==> config.mk <==
export PLATFORM = sky130hd
export DESIGN_NAME = io_cell_top
export DESIGN_NICKNAME = d
export VERILOG_FILES = /design/src/io_cell_pkg.sv /design/src/clock_edge_gen.sv /design/src/longline_driver.sv /design/src/io_cell_top.sv
export SDC_FILE = /design/constraint.sdc
export NUM_CORES = 1
export LEC_CHECK = 0
export BUFFER_PORTS_ARGS = -buffer_cell sky130_fd_sc_hd__buf_4
export CORE_AREA = 2 2 54 56
export CTS_CLUSTER_DIAMETER = 30
export DETAILED_ROUTE_END_ITERATION = 8
export DIE_AREA = 0 0 56 58
export MAX_ROUTING_LAYER = met4
export PLACE_DENSITY = 0.61
export SLEW_MARGIN = 15
export SYNTH_ARGS = -nofsm -noshare
export SYNTH_HDL_FRONTEND = slang
export SYNTH_HIERARCHICAL = 1
export SYNTH_SLANG_ARGS = --single-unit
export TNS_END_PERCENT = 30
==> constraint.sdc <==
create_clock -name mclk -period 3.8 [get_ports mclk]
set_input_delay 0.76 -clock mclk [delete_from_list [all_inputs] [get_ports mclk]]
set_output_delay 0.76 -clock mclk [all_outputs]
set_load 0.01 [all_outputs]
==> src/io_cell_pkg.sv <==
/*
  Constants for the programmable I/O cell and the longline three-state buffers.
  Assumes a single clock mclk, a synchronous active-high reset, and no register bus.
*/
// Function
// - Pad input reaches fabric over two independent input paths.
// - Input storage element selectable as flip-flop or latch.
// - Flop captures rising edge, latch transparent high; inverted clocks selectable.
// - Optional early-capture latch is clocked by the output clock.
// - Early-captured data is resynchronised by the regular input element.
// - Early latch transparent low, feeding rising flop or high-transparent latch.
// - Each input element clock is individually invertible inside the cell.
// - Early latch in use defaults input delay to medium setting.
// - Output optionally inverted, driven directly or through output flop.
// - Active-high three-state control floats the driver unconditionally.
// - Output data and three-state polarities are independently selectable.
// - Global set/reset loads configured set-or-clear value; clear by default. Input element and early latch always clear.
// - Output flop loads on rising edge only with clock enable high.
// - Only the global set/reset forces the I/O flip-flops.
// - Set-or-clear choice governs initial state and global reset response.
// - Each logic cell owns two buffers driving longlines above and below.
// - Each longline has weak keepers; any active driver overrides them.
// - Wired-AND mode ties control to data; open drain pulls low only.
// - Wired-AND net reads high only when every input is high.
// - Wired OR-AND pulls low only when both inputs are low.
// - Multiplexer selection is made solely through three-state controls.
package io_cell_pkg;

  typedef enum logic [1:0] {
    BUF_STANDARD,
    BUF_WIRED_AND,
    BUF_WIRED_OR_AND
  } buf_mode_t;

  typedef enum logic [1:0] {
    DELAY_NONE,
    DELAY_MEDIUM,
    DELAY_FULL
  } in_delay_t;

  localparam logic       RESET_CLEAR   = 1'b0;
  localparam logic       CE_DEFAULT    = 1'b1;
  localparam int         DELAY_MED_CYC = 1;
  localparam int         DELAY_FUL_CYC = 2;
  localparam int         DELAY_TAPS    = 2;
  localparam logic [1:0] LINE_ABOVE    = 2'h0;
  localparam logic [1:0] LINE_BELOW    = 2'h1;

endpackage : io_cell_pkg

==> src/clock_edge_gen.sv <==
/*
  Slow-clock emulation: turns a sampled clock level, optionally inverted,
  into rising-edge and level strobes on mclk.
  Assumes the level input is already synchronised to mclk.
*/
`timescale 1ns/1ps
module clock_edge_gen (
  // Clock and reset
  input  wire logic mclk,
  input  wire logic reset,
  // Clock level and polarity
  input  wire logic clk_level,
  input  wire logic clk_invert,
  // Strobes
  output logic      rise,
  output logic      high
);

  logic prev_r;

  assign high = clk_level ^ clk_invert;
  assign rise = high & ~prev_r;

  always_ff @(posedge mclk) begin
    if (reset) begin
      // Start at the idle level so no false edge follows reset
      prev_r <= high;
    end else begin
      prev_r <= high;
    end
  end

endmodule : clock_edge_gen

==> src/longline_driver.sv <==
/*
  One logic-cell three-state buffer in standard, wired-AND or wired OR-AND mode.
  Assumes the longline resolution (keeper, pull-up) is done by the caller.
*/
`timescale 1ns/1ps
module longline_driver (
  // Mode
  input  wire io_cell_pkg::buf_mode_t mode,
  // Buffer inputs
  input  wire logic                   data_in,
  input  wire logic                   data_in_b,
  input  wire logic                   hiz_ctl,
  // Line drive
  output logic                        drive_val,
  output logic                        drive_oe_n
);

  always_comb begin
    drive_val  = 1'b0;
    drive_oe_n = 1'b1;
    case (mode)
      io_cell_pkg::BUF_STANDARD: begin
        drive_val  = data_in;
        drive_oe_n = hiz_ctl;
      end
      io_cell_pkg::BUF_WIRED_AND: begin
        drive_val  = 1'b0;
        drive_oe_n = data_in;
      end
      // pull low only if both low
      io_cell_pkg::BUF_WIRED_OR_AND: begin
        drive_val  = 1'b0;
        drive_oe_n = data_in | data_in_b;
      end
      default: begin
        drive_val  = 1'b0;
        drive_oe_n = 1'b1;
      end
    endcase
  end

endmodule : longline_driver

==> src/io_cell_top.sv <==
/*
  Programmable I/O cell with input/output storage and two longline three-state buffers.
  Input and output clocks arrive as pins and are sampled on mclk; their edges or levels act as
  enables. reset is the global set/reset. Longline levels resolved here with keepers.
*/
`timescale 1ns/1ps
module io_cell_top #(
  parameter int NUM_LINES = 2
) (
  // Clock and global set/reset
  input  wire logic                   mclk,
  input  wire logic                   reset,
  // Pad
  input  wire logic                   pad_in,
  output logic                        pad_out,
  output logic                        pad_oe_n,
  // Cell clocks (pins)
  input  wire logic                   in_clk,
  input  wire logic                   out_clk,
  // Input configuration
  input  wire logic                   in_use_latch,
  input  wire logic                   in_clk_invert,
  input  wire logic                   early_enable,
  input  wire logic                   early_clk_invert,
  input  wire logic                   delay_override,
  input  wire io_cell_pkg::in_delay_t delay_sel,
  // Input paths to fabric
  output logic                        first_in_path,
  output logic                        second_in_path,
  output io_cell_pkg::in_delay_t      delay_active,
  // Output configuration and data
  input  wire logic                   out_data,
  input  wire logic                   out_ce,
  input  wire logic                   out_ce_connected,
  input  wire logic                   out_hiz,
  input  wire logic                   out_invert,
  input  wire logic                   hiz_invert,
  input  wire logic                   out_registered,
  input  wire logic                   out_clk_invert,
  input  wire logic                   set_not_clear,
  // Longline buffers
  input  wire io_cell_pkg::buf_mode_t buf_mode     [NUM_LINES],
  input  wire logic                   buf_data     [NUM_LINES],
  input  wire logic                   buf_data_b   [NUM_LINES],
  input  wire logic                   buf_hiz      [NUM_LINES],
  input  wire logic                   line_pullup  [NUM_LINES],
  input  wire logic                   line_ext_oe  [NUM_LINES],
  input  wire logic                   line_ext_val [NUM_LINES],
  output logic                        line_level   [NUM_LINES],
  output logic                        line_contend [NUM_LINES]
);

  // ------------------------------------------------------------
  // Pin synchronisers
  // ------------------------------------------------------------
  logic pad_s1_r, pad_s2_r;
  logic ick_s1_r, ick_s2_r;
  logic ock_s1_r, ock_s2_r;

  always_ff @(posedge mclk) begin
    if (reset) begin
      pad_s1_r <= 1'b0;
      pad_s2_r <= 1'b0;
      ick_s1_r <= 1'b0;
      ick_s2_r <= 1'b0;
      ock_s1_r <= 1'b0;
      ock_s2_r <= 1'b0;
    end else begin
      pad_s1_r <= pad_in;
      pad_s2_r <= pad_s1_r;
      ick_s1_r <= in_clk;
      ick_s2_r <= ick_s1_r;
      ock_s1_r <= out_clk;
      ock_s2_r <= ock_s1_r;
    end
  end

  // ------------------------------------------------------------
  // Clock strobes
  // ------------------------------------------------------------
  logic in_rise, in_high, ear_rise, ear_high, out_rise, out_high_unused;

  clock_edge_gen u_in_clk (
    .mclk       (mclk),
    .reset      (reset),
    .clk_level  (ick_s2_r),
    .clk_invert (in_clk_invert),
    .rise       (in_rise),
    .high       (in_high)
  );

  clock_edge_gen u_early_clk (
    .mclk       (mclk),
    .reset      (reset),
    .clk_level  (ock_s2_r),
    .clk_invert (early_clk_invert),
    .rise       (ear_rise),
    .high       (ear_high)
  );

  clock_edge_gen u_out_clk (
    .mclk       (mclk),
    .reset      (reset),
    .clk_level  (ock_s2_r),
    .clk_invert (out_clk_invert),
    .rise       (out_rise),
    .high       (out_high_unused)
  );

  // ------------------------------------------------------------
  // Selectable input delay
  // ------------------------------------------------------------
  logic [io_cell_pkg::DELAY_TAPS-1:0] dly_r;
  logic                               pad_dly;

  // medium delay default with early latch
  always_comb begin
    if (early_enable && !delay_override) begin
      delay_active = io_cell_pkg::DELAY_MEDIUM;
    end else begin
      delay_active = delay_sel;
    end
  end

  always_ff @(posedge mclk) begin
    if (reset) begin
      dly_r <= '0;
    end else begin
      dly_r <= {dly_r[io_cell_pkg::DELAY_TAPS-2:0], pad_s2_r};
    end
  end

  always_comb begin
    case (delay_active)
      io_cell_pkg::DELAY_MEDIUM: pad_dly = dly_r[io_cell_pkg::DELAY_MED_CYC-1];
      io_cell_pkg::DELAY_FULL:   pad_dly = dly_r[io_cell_pkg::DELAY_FUL_CYC-1];
      default:                   pad_dly = pad_s2_r;
    endcase
  end

  // ------------------------------------------------------------
  // Early-capture latch
  // ------------------------------------------------------------
  logic early_q_r;
  logic stage_d;

  always_ff @(posedge mclk) begin
    if (reset) begin
      early_q_r <= io_cell_pkg::RESET_CLEAR;
    end else if (!ear_high) begin
      early_q_r <= pad_dly;
    end
  end

  assign stage_d = early_enable ? early_q_r : pad_dly;

  // ------------------------------------------------------------
  // Input storage element
  // ------------------------------------------------------------
  logic in_q_r;

  // flop on rise, latch while high
  always_ff @(posedge mclk) begin
    if (reset) begin
      in_q_r <= io_cell_pkg::RESET_CLEAR;
    end else if (in_use_latch ? in_high : in_rise) begin
      in_q_r <= stage_d;
    end
  end

  always_ff @(posedge mclk) begin
    if (reset) begin
      first_in_path  <= 1'b0;
      second_in_path <= 1'b0;
    end else begin
      first_in_path  <= pad_dly;
      second_in_path <= in_q_r;
    end
  end

  // ------------------------------------------------------------
  // Output path
  // ------------------------------------------------------------
  logic out_q_r, set_cfg_r, ce_eff, out_pol, hiz_eff, out_sel;

  // choice captured clocked, governs reset value
  always_ff @(posedge mclk) begin
    set_cfg_r <= set_not_clear;
  end

  assign ce_eff  = out_ce_connected ? out_ce : io_cell_pkg::CE_DEFAULT;
  assign out_pol = out_data ^ out_invert;

  // only global set/reset forces flop, to the set-or-clear choice
  always_ff @(posedge mclk) begin
    if (reset) begin
      out_q_r <= set_cfg_r ^ io_cell_pkg::RESET_CLEAR;
    end else if (out_rise && ce_eff) begin
      out_q_r <= out_pol;
    end
  end

  assign out_sel = out_registered ? out_q_r : out_pol;

  assign hiz_eff  = out_hiz ^ hiz_invert;
  assign pad_oe_n = hiz_eff;

  always_ff @(posedge mclk) begin
    if (reset) begin
      pad_out <= 1'b0;
    end else begin
      pad_out <= out_sel;
    end
  end

  // ------------------------------------------------------------
  // Longline buffers and keepers
  // ------------------------------------------------------------
  logic keep_r [NUM_LINES];

  // two buffers, lines above and below
  for (genvar g = 0; g < NUM_LINES; g++) begin : g_line
    logic dv, doe_n, lvl;

    longline_driver u_drv (
      .mode       (buf_mode[g]),
      .data_in    (buf_data[g]),
      .data_in_b  (buf_data_b[g]),
      .hiz_ctl    (buf_hiz[g]),
      .drive_val  (dv),
      .drive_oe_n (doe_n)
    );

    always_comb begin
      if (!doe_n && line_ext_oe[g]) begin
        lvl = dv & line_ext_val[g];
      end else if (!doe_n) begin
        lvl = dv;
      end else if (line_ext_oe[g]) begin
        lvl = line_ext_val[g];
      end else if (line_pullup[g]) begin
        lvl = 1'b1;
      end else begin
        lvl = keep_r[g];
      end
    end

    always_ff @(posedge mclk) begin
      if (reset) begin
        keep_r[g] <= 1'b1;
      end else begin
        keep_r[g] <= lvl;
      end
    end

    assign line_level[g]   = lvl;
    assign line_contend[g] = !doe_n && line_ext_oe[g] && (dv != line_ext_val[g]);
  end

endmodule : io_cell_top

==> flow_summary.yaml <==
status:
  status: "complete, no violations"
sta:
  hold_slack_ns: 0.445
  min_period_ns: 2.60
  tns_ns: 0
  rsz0062_at_grt: "false"
  fin_crit_sh_pct: 68.4
  slew_viol_final: 0
  setup_viol: 0
  timing.fmax_mhz: 385
  hold_viol_final: 0
  worst_pin_slew_ns: 0.296
  skew_ns: 0.00669
  relSlewSlack_pct: 80.2
final_layout:
  fillers: 269
  multi_input_area_sq_um: 452
  top_regs: "dly_r x2, keep_r x2"
  nets: 171
  drive_gt1_share_pct: 44.2
  syn2layout_area_growth_pct: 45.0
  antenna_cells: 0
  seq_area_sq_um: 390
synth:
  syn-num-nets: 123
  avgSynthCellArea_sq_um: 10.6
  synth_warnings: 6
  netlist_area_sq_um: 872
  synthCells: 82
setup_path:
  startpoint: "buf_data[0]"
  cp_max_fo: 3
  endpoint_kind: "output pin"
  critPathRequiredTime_ns: 3.04
  crit_chain: "buf_4 > nor3b_1 > ha_1 > mux4_2 > buf_4"
  rr_worst_depth: 3
  slowest_stage: "mux4_2"
  worstSetupEndpoint: "line_level[0]"
  r2r-start: "keep_r[1]"
  critPathKind: "input port to output pin"
  r2r_slack_ns: 2.51
  critical_path.startpoint_type: "input port"
  worstPathArrival_ns: 1.84
  slowest_delay_ns: 0.47
  crit_top_cell: "buf_4"
  rr_endpoint: "keep_r[1]"
clock_network:
  numCtsBuffers: 3
  cts_tree: "built"
  root_buffer: "clkbuf_4"
  clk_latency_ns: 0.29
  cts_resized: 0
  clkTransAtPathRegs_ns: 0.11
  clock_tree.buffer_depth: 2
  cts_setup_buffers: 0
  hold_buffers: 0
  htreeDepth: 1
  cts.sinks: 19
power:
  total_power_mw: 0.412
  power_density_nw_per_um2: 326
  vdd_drop_max_mv: 0.221
  power.leakage_nw: 0.612
die:
  core_sq_um: 2660
  start_util_pct: 32.8
  dieArea_sq_um: 3250
  die_w_um: 56
  die_y_um: 58
  rows: 19
  ios: 47
detailed_routing:
  avgViaCountPerCell: 4.45
  drtAntennaViolNets: 0
  wl_per_cell_um: 10.3
  drc: 0
  drt_iter0_markers: 13
  vias: 712
  wl_um: 1650
  drtPass1Iterations: 4
global_routing:
  grt_use_total_pct: 11.5
  grt_pass1_wl_um: 2870
  antenna_found_initial: 0
  grt_pass1_vias: 697
  grt_max_degree: 19
  grt.overflow.total: 0
placement:
  dp_hpwl_um: 1360
  port_buffers: 46
  gp_congestion: 0.792
hold_path:
  min_path_type: "flop to flop"
flow_run:
  drv_cap: 0
## metal layers
| layer | up-vias | GRT usage [%] | wire [um] |
|---|---|---|---|
| met2 | 32 | 18.5 | 781 |
| li1 | 370 | - | - |
| met1 | 310 | 13.5 | 698 |
| met3 | 0 | 4.02 | 172 |
| met5 | - | - | 0 |
| met4 | 0 | 4.08 | 0 |
## power by group
| part | total [mW] | switching (mW) | internal [mW] |
|---|---|---|---|
| Sequential | 0.219 | 0.00384 | 0.215 |
| Combinational | 0.0939 | 0.0356 | 0.0584 |
| Clock | 0.0998 | 0.0606 | 0.0391 |
| Total | 0.412 | 0.100 | 0.312 |
## through the flow
stage               cell area, sq um  std cells  setup WS [ns]  utilization, %
floorplan                        872         82           1.39               -
global placement                1240        156           1.25            46.5
detailed placement              1240        156           1.20            46.5
CTS                             1260        160           1.20            47.5
global route                    1260        160           1.15            47.5
finish                          1260        160           1.20            47.5
## how the worst min path moves through the flow
stage | slack (ns) | depth (start not counted) | endpoint | startpoint
final | 0.45 | 1 | pad_s2_r | pad_s1_r
after global routing | 0.47 | 1 | ock_s2_r | ock_s1_r
after global placement | 0.42 | 1 | ick_s2_r | ick_s1_r
after floorplan | 0.41 | 1 | ick_s2_r | ick_s1_r
after detailed placement | 0.42 | 1 | pad_s2_r | pad_s1_r
after CTS | 0.45 | 1 | pad_s2_r | pad_s1_r
## layout by cell type, fill, tap and decap left out, types with 2 or more instances in the layout
cell type and count:
dfxtp_1 18, inv_1 3, and2b_2 2, nand2_1 3
mux2_2 2, mux2i_1 5, buf_4 46, nor2b_1 9
clkbuf_4 3, mux4_2 2, or2_1 2, or2_0 2
xor2_1 5, nor2_1 5, nor3_1 2, nor3b_1 2
nand2b_1 4, ha_1 4
## final cells by class
cell class                      count  share of cell area, %
Multi-Input combinational cell     57                   35.7
Sequential cell                    19                   30.9
Timing Repair Buffer               46                   27.3
Tap cell                           31                   3.07
Clock buffer                        3                   1.78
Inverter                            3                  0.890
Clock inverter                      1                  0.396
## critical path: cells and delay by family
kind	cells	cell delay, ns
adders and majority gates	1	0.18
buffers and inverters	2	0.28
muxes	1	0.47
and+or+nand+nor	1	0.15
Note: power is estimated with default switching activity, not from simulation.
